`src/modem_link_pkg.sv`:
```
// Shared constants and types for the modem host port link
package modem_link_pkg;

  // ----------------------------------------
  // Timing
  // ----------------------------------------
  localparam int unsigned CLOCK_HZ          = 250_000_000;
  localparam int unsigned BAUD_RATE         = 115_200;
  localparam int unsigned BIT_CYCLES        = CLOCK_HZ / BAUD_RATE;
  localparam int unsigned HALF_BIT_CYCLES   = BIT_CYCLES / 2;
  localparam int unsigned RESET_PULSE_MS    = 5;
  localparam int unsigned RESET_PULSE_CYC   = (CLOCK_HZ / 1000) * RESET_PULSE_MS;
  localparam int unsigned RING_PULSE_CYCLES = BIT_CYCLES * 8;

  // ----------------------------------------
  // Character framing
  // ----------------------------------------
  localparam int unsigned DATA_BITS  = 8;
  localparam int unsigned STOP_BITS  = 1;
  localparam int unsigned CNT_W      = 32;
  localparam logic        LINE_IDLE  = 1'b1;
  localparam logic        START_BIT  = 1'b0;

  // ----------------------------------------
  // Serial engine states
  // ----------------------------------------
  typedef enum logic [1:0] {
    SER_IDLE  = 2'b00,
    SER_START = 2'b01,
    SER_DATA  = 2'b10,
    SER_STOP  = 2'b11
  } ser_state_t;

  typedef logic [DATA_BITS-1:0] char_t;

  // Counter reached bound
  function automatic logic cnt_done(input logic [CNT_W-1:0] c, input int unsigned lim);
    return c >= CNT_W'(lim - 1);
  endfunction

endpackage

```
`src/modem_link_if.sv`:
```
// Pin-level carrier between host and modem ends
interface modem_link_if;
  // Serial and handshake lines
  logic tx_data;      // Host to modem
  logic rx_data_o;    // Modem drive value
  logic rx_data_oe_n; // Low while modem drives
  logic dcd_o;
  logic dcd_oe_n;
  logic dsr_o;
  logic dsr_oe_n;
  logic cts_o;
  logic cts_oe_n;
  logic ri_o;
  logic ri_oe_n;
  logic dtr_n;
  logic rts;
  // Power and reset
  logic power_enable_in;
  logic module_reset_n;

  modport modem (
    input  tx_data, dtr_n, rts, power_enable_in, module_reset_n,
    output rx_data_o, rx_data_oe_n, dcd_o, dcd_oe_n, dsr_o, dsr_oe_n,
           cts_o, cts_oe_n, ri_o, ri_oe_n
  );

  modport host (
    output tx_data, dtr_n, rts, power_enable_in, module_reset_n,
    input  rx_data_o, rx_data_oe_n, dcd_o, dcd_oe_n, dsr_o, dsr_oe_n,
           cts_o, cts_oe_n, ri_o, ri_oe_n
  );
endinterface

```
`src/modem_end.sv`:
```
// Modem end: serial link, handshake outputs, power and reset handling
// Function
// Outputs float while module held in reset
// Power input active high, on when high
// Host drives power input low for off
// Host drives all lines low when off; module_reset_n is left high
// Module reset input is active low
// Host holds reset low at least 5 ms
// Characters are 8 data, no parity, 1 stop
// Native language and AT commands share framing
// Carrier detect low while in network range
// High request/clear-to-send pauses the peer
// Ring indicator pulses low for waiting messages
// Ready handshakes are active low both ways
// Low start bit, data LSB first
module modem_end
  import modem_link_pkg::*;
(
  // Clock and reset
  input  wire logic                  clock,
  input  wire logic                  rst,
  // Link pins
  modem_link_if.modem                link,
  // Received character
  output      modem_link_pkg::char_t rx_char,
  output      logic                  rx_valid,
  // Character to send
  input  wire modem_link_pkg::char_t tx_char,
  input  wire logic                  tx_valid,
  output      logic                  tx_ready,
  // Modem status
  input  wire logic                  network_reach_out,
  input  wire logic                  message_pending_out,
  input  wire logic                  rx_pause,
  input  wire logic                  modem_ready,
  output      logic                  powered,
  output      logic                  in_reset,
  output      logic                  host_paused,
  output      logic                  host_ready
);
  import modem_link_pkg::*;

  // ----------------------------------------
  // Pin synchronisers
  // ----------------------------------------
  logic [4:0] meta_reg, sync_reg;
  logic [4:0] meta_next, sync_next;

  always_comb begin
    meta_next = {link.tx_data, link.dtr_n, link.rts, link.power_enable_in, link.module_reset_n};
    sync_next = meta_reg;
  end

  always_ff @(posedge clock) begin
    if (rst) begin
      meta_reg <= 5'h1A;
      sync_reg <= 5'h1A;
    end else begin
      meta_reg <= meta_next;
      sync_reg <= sync_next;
    end
  end

  logic rxd_s, dtr_n_s, rts_s, pwr_s, mrst_n_s;
  assign {rxd_s, dtr_n_s, rts_s, pwr_s, mrst_n_s} = sync_reg;

  logic active;
  assign active = pwr_s && mrst_n_s; // see

  // ----------------------------------------
  // Receiver
  // ----------------------------------------
  ser_state_t       rs_reg, rs_next;
  logic [CNT_W-1:0] rc_reg, rc_next;
  logic [2:0]       rb_reg, rb_next;
  char_t            rsh_reg, rsh_next;
  char_t            rch_reg, rch_next;
  logic             rv_reg, rv_next;

  always_comb begin
    rs_next  = rs_reg;
    rc_next  = rc_reg + CNT_W'(1);
    rb_next  = rb_reg;
    rsh_next = rsh_reg;
    rch_next = rch_reg;
    rv_next  = 1'b0;
    if (!active) begin
      rs_next = SER_IDLE;
      rc_next = '0;
    end else begin
      unique case (rs_reg)
        SER_IDLE: begin
          rc_next = '0;
          if (rxd_s == START_BIT) rs_next = SER_START;
        end
        SER_START: begin
          if (cnt_done(rc_reg, HALF_BIT_CYCLES)) begin
            rc_next = '0;
            rb_next = '0;
            rs_next = (rxd_s == START_BIT) ? SER_DATA : SER_IDLE;
          end
        end
        SER_DATA: begin
          if (cnt_done(rc_reg, BIT_CYCLES)) begin
            rc_next  = '0;
            rsh_next = {rxd_s, rsh_reg[DATA_BITS-1:1]};
            rb_next  = rb_reg + 3'h1;
            if (rb_reg == 3'(DATA_BITS - 1)) rs_next = SER_STOP;
          end
        end
        SER_STOP: begin
          if (cnt_done(rc_reg, BIT_CYCLES)) begin
            rs_next = SER_IDLE;
            // Framing error drops the character; no parity bit exists
            if (rxd_s == LINE_IDLE) begin
              rch_next = rsh_reg;
              rv_next  = 1'b1;
            end
          end
        end
      endcase
    end
  end

  always_ff @(posedge clock) begin
    if (rst) begin
      rs_reg  <= SER_IDLE;
      rc_reg  <= '0;
      rb_reg  <= 3'h0;
      rsh_reg <= 8'h00;
      rch_reg <= 8'h00;
      rv_reg  <= 1'b0;
    end else begin
      rs_reg  <= rs_next;
      rc_reg  <= rc_next;
      rb_reg  <= rb_next;
      rsh_reg <= rsh_next;
      rch_reg <= rch_next;
      rv_reg  <= rv_next;
    end
  end

  // ----------------------------------------
  // Transmitter
  // ----------------------------------------
  ser_state_t       ts_reg, ts_next;
  logic [CNT_W-1:0] tc_reg, tc_next;
  logic [2:0]       tb_reg, tb_next;
  char_t            tsh_reg, tsh_next;
  logic             txd_reg, txd_next;
  logic             trdy_reg, trdy_next;

  always_comb begin
    ts_next   = ts_reg;
    tc_next   = tc_reg + CNT_W'(1);
    tb_next   = tb_reg;
    tsh_next  = tsh_reg;
    txd_next  = txd_reg;
    // Host pause only holds off the next character, never splits one
    trdy_next = active && !rts_s && (ts_next == SER_IDLE);
    if (!active) begin
      ts_next   = SER_IDLE;
      txd_next  = LINE_IDLE;
      trdy_next = 1'b0;
    end else begin
      unique case (ts_reg)
        SER_IDLE: begin
          tc_next  = '0;
          txd_next = LINE_IDLE;
          if (tx_valid && trdy_reg) begin
            tsh_next  = tx_char;
            txd_next  = START_BIT;
            ts_next   = SER_START;
            trdy_next = 1'b0;
          end
        end
        SER_START: begin
          if (cnt_done(tc_reg, BIT_CYCLES)) begin
            tc_next  = '0;
            tb_next  = '0;
            txd_next = tsh_reg[0];
            ts_next  = SER_DATA;
          end
        end
        SER_DATA: begin
          if (cnt_done(tc_reg, BIT_CYCLES)) begin
            tc_next = '0;
            tb_next = tb_reg + 3'h1;
            if (tb_reg == 3'(DATA_BITS - 1)) begin
              txd_next = LINE_IDLE;
              ts_next  = SER_STOP;
            end else begin
              txd_next = tsh_reg[tb_reg + 3'h1];
            end
          end
        end
        SER_STOP: begin
          if (cnt_done(tc_reg, BIT_CYCLES * STOP_BITS)) begin
            ts_next   = SER_IDLE;
            trdy_next = !rts_s;
          end
        end
      endcase
    end
  end

  always_ff @(posedge clock) begin
    if (rst) begin
      ts_reg   <= SER_IDLE;
      tc_reg   <= '0;
      tb_reg   <= 3'h0;
      tsh_reg  <= 8'h00;
      txd_reg  <= 1'b1;
      trdy_reg <= 1'b0;
    end else begin
      ts_reg   <= ts_next;
      tc_reg   <= tc_next;
      tb_reg   <= tb_next;
      tsh_reg  <= tsh_next;
      txd_reg  <= txd_next;
      trdy_reg <= trdy_next;
    end
  end

  // ----------------------------------------
  // Handshake and status outputs
  // ----------------------------------------
  logic [3:0] pin_reg, pin_next;   // dcd, dsr, cts, ri
  logic       oe_n_reg, oe_n_next;
  logic [3:0] st_reg, st_next;     // powered, in_reset, paused, ready
  logic       mp_reg, mp_next;
  logic [CNT_W-1:0] ri_cnt_reg, ri_cnt_next;

  always_comb begin
    mp_next     = message_pending_out;
    ri_cnt_next = ri_cnt_reg;
    pin_next[3] = !network_reach_out;
    pin_next[2] = !modem_ready;
    pin_next[1] = rx_pause;
    // One low pulse per new pending message
    if (message_pending_out && !mp_reg) ri_cnt_next = CNT_W'(RING_PULSE_CYCLES);
    else if (ri_cnt_reg != '0) ri_cnt_next = ri_cnt_reg - CNT_W'(1);
    pin_next[0] = (ri_cnt_next == '0);
    oe_n_next   = !active;
    st_next     = {pwr_s, !mrst_n_s, rts_s, !dtr_n_s};
  end

  always_ff @(posedge clock) begin
    if (rst) begin
      pin_reg    <= 4'hF;
      oe_n_reg   <= 1'b1;
      st_reg     <= 4'h0;
      mp_reg     <= 1'b0;
      ri_cnt_reg <= '0;
    end else begin
      pin_reg    <= pin_next;
      oe_n_reg   <= oe_n_next;
      st_reg     <= st_next;
      mp_reg     <= mp_next;
      ri_cnt_reg <= ri_cnt_next;
    end
  end

  assign link.rx_data_o = txd_reg;
  assign link.rx_data_oe_n = oe_n_reg;
  assign link.dcd_o = pin_reg[3];
  assign link.dcd_oe_n = oe_n_reg;
  assign link.dsr_o = pin_reg[2];
  assign link.dsr_oe_n = oe_n_reg;
  assign link.cts_o = pin_reg[1];
  assign link.cts_oe_n = oe_n_reg;
  assign link.ri_o = pin_reg[0];
  assign link.ri_oe_n = oe_n_reg;
  assign rx_char = rch_reg;
  assign rx_valid = rv_reg;
  assign tx_ready = trdy_reg;
  assign powered = st_reg[3];
  assign in_reset = st_reg[2];
  assign host_paused = st_reg[1];
  assign host_ready = st_reg[0];
endmodule

```
`src/flat_wrapper.sv`:
```
// flat-port wrapper written by rule: the top's interface ports become plain ports
module modem_end_flat import modem_link_pkg::*;
  (clock, rst, rx_char, rx_valid, tx_char, tx_valid, tx_ready, network_reach_out, message_pending_out, rx_pause, modem_ready, powered, in_reset, host_paused, host_ready, link_tx_data, link_dtr_n, link_rts, link_power_enable_in, link_module_reset_n, link_rx_data_o, link_rx_data_oe_n, link_dcd_o, link_dcd_oe_n, link_dsr_o, link_dsr_oe_n, link_cts_o, link_cts_oe_n, link_ri_o, link_ri_oe_n);
  modem_link_if link_i ();
  input  wire logic clock;
  input  wire logic rst;
  output      modem_link_pkg::char_t rx_char;
  output      logic rx_valid;
  input  wire modem_link_pkg::char_t tx_char;
  input  wire logic tx_valid;
  output      logic tx_ready;
  input  wire logic network_reach_out;
  input  wire logic message_pending_out;
  input  wire logic rx_pause;
  input  wire logic modem_ready;
  output      logic powered;
  output      logic in_reset;
  output      logic host_paused;
  output      logic host_ready;
  input wire logic [$bits(link_i.tx_data)-1:0] link_tx_data;
  input wire logic [$bits(link_i.dtr_n)-1:0] link_dtr_n;
  input wire logic [$bits(link_i.rts)-1:0] link_rts;
  input wire logic [$bits(link_i.power_enable_in)-1:0] link_power_enable_in;
  input wire logic [$bits(link_i.module_reset_n)-1:0] link_module_reset_n;
  output wire logic [$bits(link_i.rx_data_o)-1:0] link_rx_data_o;
  output wire logic [$bits(link_i.rx_data_oe_n)-1:0] link_rx_data_oe_n;
  output wire logic [$bits(link_i.dcd_o)-1:0] link_dcd_o;
  output wire logic [$bits(link_i.dcd_oe_n)-1:0] link_dcd_oe_n;
  output wire logic [$bits(link_i.dsr_o)-1:0] link_dsr_o;
  output wire logic [$bits(link_i.dsr_oe_n)-1:0] link_dsr_oe_n;
  output wire logic [$bits(link_i.cts_o)-1:0] link_cts_o;
  output wire logic [$bits(link_i.cts_oe_n)-1:0] link_cts_oe_n;
  output wire logic [$bits(link_i.ri_o)-1:0] link_ri_o;
  output wire logic [$bits(link_i.ri_oe_n)-1:0] link_ri_oe_n;
  assign link_i.tx_data = link_tx_data;
  assign link_i.dtr_n = link_dtr_n;
  assign link_i.rts = link_rts;
  assign link_i.power_enable_in = link_power_enable_in;
  assign link_i.module_reset_n = link_module_reset_n;
  assign link_rx_data_o = link_i.rx_data_o;
  assign link_rx_data_oe_n = link_i.rx_data_oe_n;
  assign link_dcd_o = link_i.dcd_o;
  assign link_dcd_oe_n = link_i.dcd_oe_n;
  assign link_dsr_o = link_i.dsr_o;
  assign link_dsr_oe_n = link_i.dsr_oe_n;
  assign link_cts_o = link_i.cts_o;
  assign link_cts_oe_n = link_i.cts_oe_n;
  assign link_ri_o = link_i.ri_o;
  assign link_ri_oe_n = link_i.ri_oe_n;
  modem_end u_core (.clock(clock), .rst(rst), .link(link_i), .rx_char(rx_char), .rx_valid(rx_valid), .tx_char(tx_char), .tx_valid(tx_valid), .tx_ready(tx_ready), .network_reach_out(network_reach_out), .message_pending_out(message_pending_out), .rx_pause(rx_pause), .modem_ready(modem_ready), .powered(powered), .in_reset(in_reset), .host_paused(host_paused), .host_ready(host_ready));
endmodule
```
`config.mk`:
```
export PLATFORM = sky130hd
export DESIGN_NAME = modem_end_flat
export DESIGN_NICKNAME = d
export VERILOG_FILES = /design/src/modem_link_pkg.sv /design/src/modem_link_if.sv /design/src/modem_end.sv /design/src/flat_wrapper.sv
export SDC_FILE = /design/constraint.sdc
export NUM_CORES = 1
export LEC_CHECK = 0
export ABC_AREA = 1
export BUFFER_PORTS_ARGS = -buffer_cell sky130_fd_sc_hd__clkbuf_2
export CAP_MARGIN = 10
export CORE_ASPECT_RATIO = 0.5
export CORE_MARGIN = 10
export CORE_UTILIZATION = 30
export DETAILED_ROUTE_END_ITERATION = 8
export PLACE_DENSITY = 0.42
export SLEW_MARGIN = 10
export SYNTH_ARGS = -nofsm -noshare
export SYNTH_HDL_FRONTEND = slang
export SYNTH_SLANG_ARGS = --single-unit
```
`constraint.sdc`:
```
create_clock -name clock -period 2.32 [get_ports clock]
set_input_delay 0.116 -clock clock [delete_from_list [all_inputs] [get_ports clock]]
set_output_delay 0.116 -clock clock [all_outputs]
set_load 0.005 [all_outputs]
```
==> flow_metrics.tcl <==
set metrics [dict create \
    syn-cell-area_mm2 0.00817 \
    total_area_of_multi_input_combinational_cells_mm2 0.00436 \
    ys_types 52 \
    clk_pin_slew_worst_paths_ps 60 \
    die_width_um 253 \
    grt_remaining_overflow 0 \
    antenna_violating_nets_post_route 0 \
    synth.ff_latch_count 153 \
    die-area_mm2 0.0346 \
    start_util_pct 30.7 \
    clock_sink_count 153 \
    place_inst 1553 \
    hold_path.class "input port to flop" \
    io-pin-count 44 \
    n_antenna_cell 0 \
    numCtsBuffers 17 \
    yosys.area.top_type "sky130_fd_sc_hd__dfxtp_1" \
    final_cycle_share_pct 89.4 \
    setup.worst_path.start "u_core.ri_cnt_reg[0]$_SDFF_PP0_" \
    synth_fa_ha_area_share_pct 3.52 \
    grt_usage_pct 12.8 \
    synthToLayoutAreaGrowth_pct 17.3 \
    criticalPathCategory "flop to flop" \
    synth-compound-area-share_pct 7.80 \
    routed_wl_mm 21.2 \
    yosys_most_used_dff "sky130_fd_sc_hd__dfxtp_1" \
    final_std_cell_area_no_fill_mm2 0.00958 \
    timing.final.max_slew_violations 0 \
    numPortBuffers 43 \
    post_cts.repair.setup_buffers 0 \
    endpoint "u_core.pin_reg[0]$_SDFF_PP1_" \
    report.final.setup_viol 0 \
    dp_hpwl_mm 15.9 \
    worst-slew-pin-transition_ps 462 \
    reg2reg_from "u_core.ri_cnt_reg[0]$_SDFF_PP0_" \
    fraction_of_final_layout_cells_with_drive_strength_greater_than_1_pct 14.3 \
    timing.critical_path.from_type "flop" \
    drtPass1Iterations 5 \
    critical_path_arrival_ps 2460 \
    post_dp_cell_area_mm2 0.00875 \
    clock_tree.htree_level_count 4 \
    cts_tree "built" \
    timing.slew.headroom_pct 68.9 \
    synthXorXnorAreaFrac_pct 2.36 \
    grt_pass1_wl_mm 35.8 \
    cellLeakagePower_nw 4.11 \
    first_global_vias 7076 \
    std_cell_rows 42 \
    vias 7390 \
    p_per_area_mw_per_mm2 724 \
    avgRoutedWirePerCell_um 13.3 \
    clock_insertion_delay_worst_skew_ps 440 \
    synth_async_sr_flop_share_pct 0 \
    synth_top_area_share_pct 37.5 \
    vdd_drop_max_uv 523 \
    cp-end-kind "flop" \
    fp.coreArea_mm2 0.0266 \
    synth_warnings 0 \
    number_of_antenna_violations_at_the_first_check_in_global_routing 0 \
    cts_buffer_depth 2 \
    total_power_w 0.00694 \
    die_y_um 137 \
    crit_required_ps 2700 \
    setup_total_negative_slack_ps 0 \
    synth_seq_area_share_pct 37.5 \
    cap_viol_max_count 0 \
    synth.area.top_cells "sky130_fd_sc_hd__dfxtp_1 (38%), sky130_fd_sc_hd__nand2_1 (11%), sky130_fd_sc_hd__nor2_1 (8.9%), sky130_fd_sc_hd__inv_1 (6.3%), sky130_fd_sc_hd__nand3_1 (4.7%)" \
    unrepaired_setup_endpoints_after_global_routing "false" \
    route.detailed.vias_per_inst 4.62 \
    syn_inst 1174 \
    drt_drc_violations_left 0 \
    r2r_setup_slack_ps 250 \
    ff_latch_area_mm2 0.00306 \
    synth.avg_cell_area_um2 6.96 \
    synth_top_family_by_area "simple AND/OR/NAND/NOR gates" \
    root_buffer "sky130_fd_sc_hd__clkbuf_16" \
    path_max_fanout 6 \
    syn-num-nets 1217 \
    post_layout_nonfiller_instances 1600 \
    final_core_util_pct 36.0 \
    fin_skew_ps 12.2 \
    timing.rr.end "u_core.pin_reg[0]$_SDFF_PP1_" \
    run_status "finished, final reports clean" \
    timing.final.crit_period_ps 2070 \
    layout.filler_cells 2901 \
    grt_start_max_net_pins 59 \
    timing.reg2reg.worst_path_depth 14 \
    synth_enable_flop_cells 0 \
    layout.nets 1280 \
    report.final.hold_viol_count 0 \
    synth_mux_area_share_pct 0 \
    drt_iter0_markers 373 \
    synth_simple_gate_area_share_pct 39.5 \
    timing.fmax_mhz 482 \
    gp_routability_congestion 0.823 \
]
## where the power goes
| part | internal, W | switching [W] | leakage (nW) |
|---|---|---|---|
| combinational | 0.000359 | 0.000710 | 2.56 |
| clock | 0.00198 | 0.00112 | 0.312 |
| sequential | 0.00270 | 0.0000640 | 1.24 |
| total | 0.00504 | 0.00190 | 4.11 |
## final cells by class
| class | instances | share of cell area (%) |
|---|---|---|
| inverters | 159 | 6.27 |
| multi-input cells | 836 | 45.5 |
| clock buffers | 22 | 4.95 |
| repair buffers | 70 | 4.94 |
| clock inverters | 8 | 1.75 |
| flip-flops and latches | 153 | 32.0 |
| well taps | 352 | 4.60 |
## logic make-up (layout without fill, tap and decap cells)
logic type / count (synthesis) / in the layout
flip-flops: 153 / 153
AO/OA/AOI/OAI: 114 / 114
adder cells (fa/ha/maj): 23 / 23
XOR/XNOR: 22 / 22
buffers and inverters: 185 / 259
AND/OR/NAND/NOR: 677 / 677
## routing by layer
layer / wire length [um] / part of all wire (%) / up-vias / global-route usage, %
li1: - / - / 3919 / -
met1: 10500 / 49 / 3392 / 16.0
met2: 9920 / 47 / 59 / 21.2
met3: 512 / 2.4 / 20 / 3.01
met4: 296 / 1.4 / 0 / 4.42
met5: 0 / 0 / - / 0
## worst min path at each step
stage                           start                       endpoint  slack [ps]  cells past startpoint
finish                            rst  u_core.tb_reg[2]$_SDFFE_PP0P_          90                      2
global route                      rst  u_core.tb_reg[1]$_SDFFE_PP0P_         100                      2
detailed placement  network_reach_out   u_core.pin_reg[3]$_SDFF_PP1_         280                      2
floorplan                 modem_ready   u_core.pin_reg[2]$_SDFF_PP1_         190                      1
CTS                               rst  u_core.tb_reg[2]$_SDFFE_PP0P_          90                      2
global placement          modem_ready   u_core.pin_reg[2]$_SDFF_PP1_         270                      2
## cells in the final DEF (no fill, tap or decap), types with 10 or more instances in the layout
| cell | n |
|---|---|
| sky130_fd_sc_hd__nand2_1 | 231 |
| sky130_fd_sc_hd__nand4_1 | 32 |
| sky130_fd_sc_hd__xnor2_1 | 12 |
| sky130_fd_sc_hd__inv_2 | 16 |
| sky130_fd_sc_hd__xor2_1 | 10 |
| sky130_fd_sc_hd__nor2_2 | 18 |
| sky130_fd_sc_hd__dfxtp_1 | 153 |
| sky130_fd_sc_hd__nand3_2 | 15 |
| sky130_fd_sc_hd__clkbuf_16 | 17 |
| sky130_fd_sc_hd__nor4_1 | 16 |
| sky130_fd_sc_hd__nor2_1 | 193 |
| sky130_fd_sc_hd__o21ai_0 | 37 |
| sky130_fd_sc_hd__dlygate4sd3_1 | 17 |
| sky130_fd_sc_hd__ha_1 | 22 |
| sky130_fd_sc_hd__inv_1 | 137 |
| sky130_fd_sc_hd__nor3_1 | 45 |
| sky130_fd_sc_hd__or2_2 | 13 |
| sky130_fd_sc_hd__a21oi_1 | 49 |
| sky130_fd_sc_hd__nand3_1 | 76 |
| sky130_fd_sc_hd__clkbuf_2 | 43 |
## cells in the mapped netlist (2+ instances only)
master	count
sky130_fd_sc_hd__nand2_1	231
sky130_fd_sc_hd__nor2_1	194
sky130_fd_sc_hd__dfxtp_1	153
sky130_fd_sc_hd__inv_1	138
sky130_fd_sc_hd__nand3_1	76
sky130_fd_sc_hd__a21oi_1	49
sky130_fd_sc_hd__nor3_1	45
sky130_fd_sc_hd__o21ai_0	38
sky130_fd_sc_hd__nand4_1	32
sky130_fd_sc_hd__ha_1	23
sky130_fd_sc_hd__nor2_2	17
sky130_fd_sc_hd__nor4_1	16
sky130_fd_sc_hd__clkbuf_1	15
sky130_fd_sc_hd__inv_2	15
sky130_fd_sc_hd__nand3_2	15
sky130_fd_sc_hd__or2_2	13
sky130_fd_sc_hd__xnor2_1	12
sky130_fd_sc_hd__xor2_1	10
sky130_fd_sc_hd__nand2_2	9
sky130_fd_sc_hd__o21ai_1	7
sky130_fd_sc_hd__a211oi_1	6
sky130_fd_sc_hd__nor2_4	5
sky130_fd_sc_hd__nor3_2	5
sky130_fd_sc_hd__buf_4	4
sky130_fd_sc_hd__clkinv_1	4
sky130_fd_sc_hd__nand3b_1	4
sky130_fd_sc_hd__buf_2	3
sky130_fd_sc_hd__buf_6	3
sky130_fd_sc_hd__o211a_1	3
sky130_fd_sc_hd__o21a_1	3
sky130_fd_sc_hd__and3_1	2
sky130_fd_sc_hd__nand2_4	2
sky130_fd_sc_hd__nor3_4	2
sky130_fd_sc_hd__nor4_2	2
## worst max-delay path: stages (launching register included)
cell	delay, ps
sky130_fd_sc_hd__dfxtp_1	310
sky130_fd_sc_hd__inv_2	130
sky130_fd_sc_hd__ha_4	200
sky130_fd_sc_hd__nand2_2	110
sky130_fd_sc_hd__nor2_4	210
sky130_fd_sc_hd__nand2_1	140
sky130_fd_sc_hd__o21ai_0	180
sky130_fd_sc_hd__nand2_1	70
sky130_fd_sc_hd__nand3_1	90
sky130_fd_sc_hd__nand2_1	60
sky130_fd_sc_hd__nor2_1	210
sky130_fd_sc_hd__nand2_1	80
sky130_fd_sc_hd__nor2_1	110
sky130_fd_sc_hd__nand2_1	60
sky130_fd_sc_hd__nand2_1	50
## through the flow
stage / worst slack (ps) / hold WS [ps]
floorplan: 538 / 186
global placement: 28.1 / 273
detailed placement: 42.6 / 279
CTS: 30.5 / 90.0
global route: 0.681 / 101
finish: 246 / 93.1
## repair_timing
action,CTS,global route
hold buffers,17,0
resized for setup,0,5
hold endpoints to repair,17,0
endpoints found under the setup margin,0,1
No activity file was read; power rests on OpenSTA's default activity.
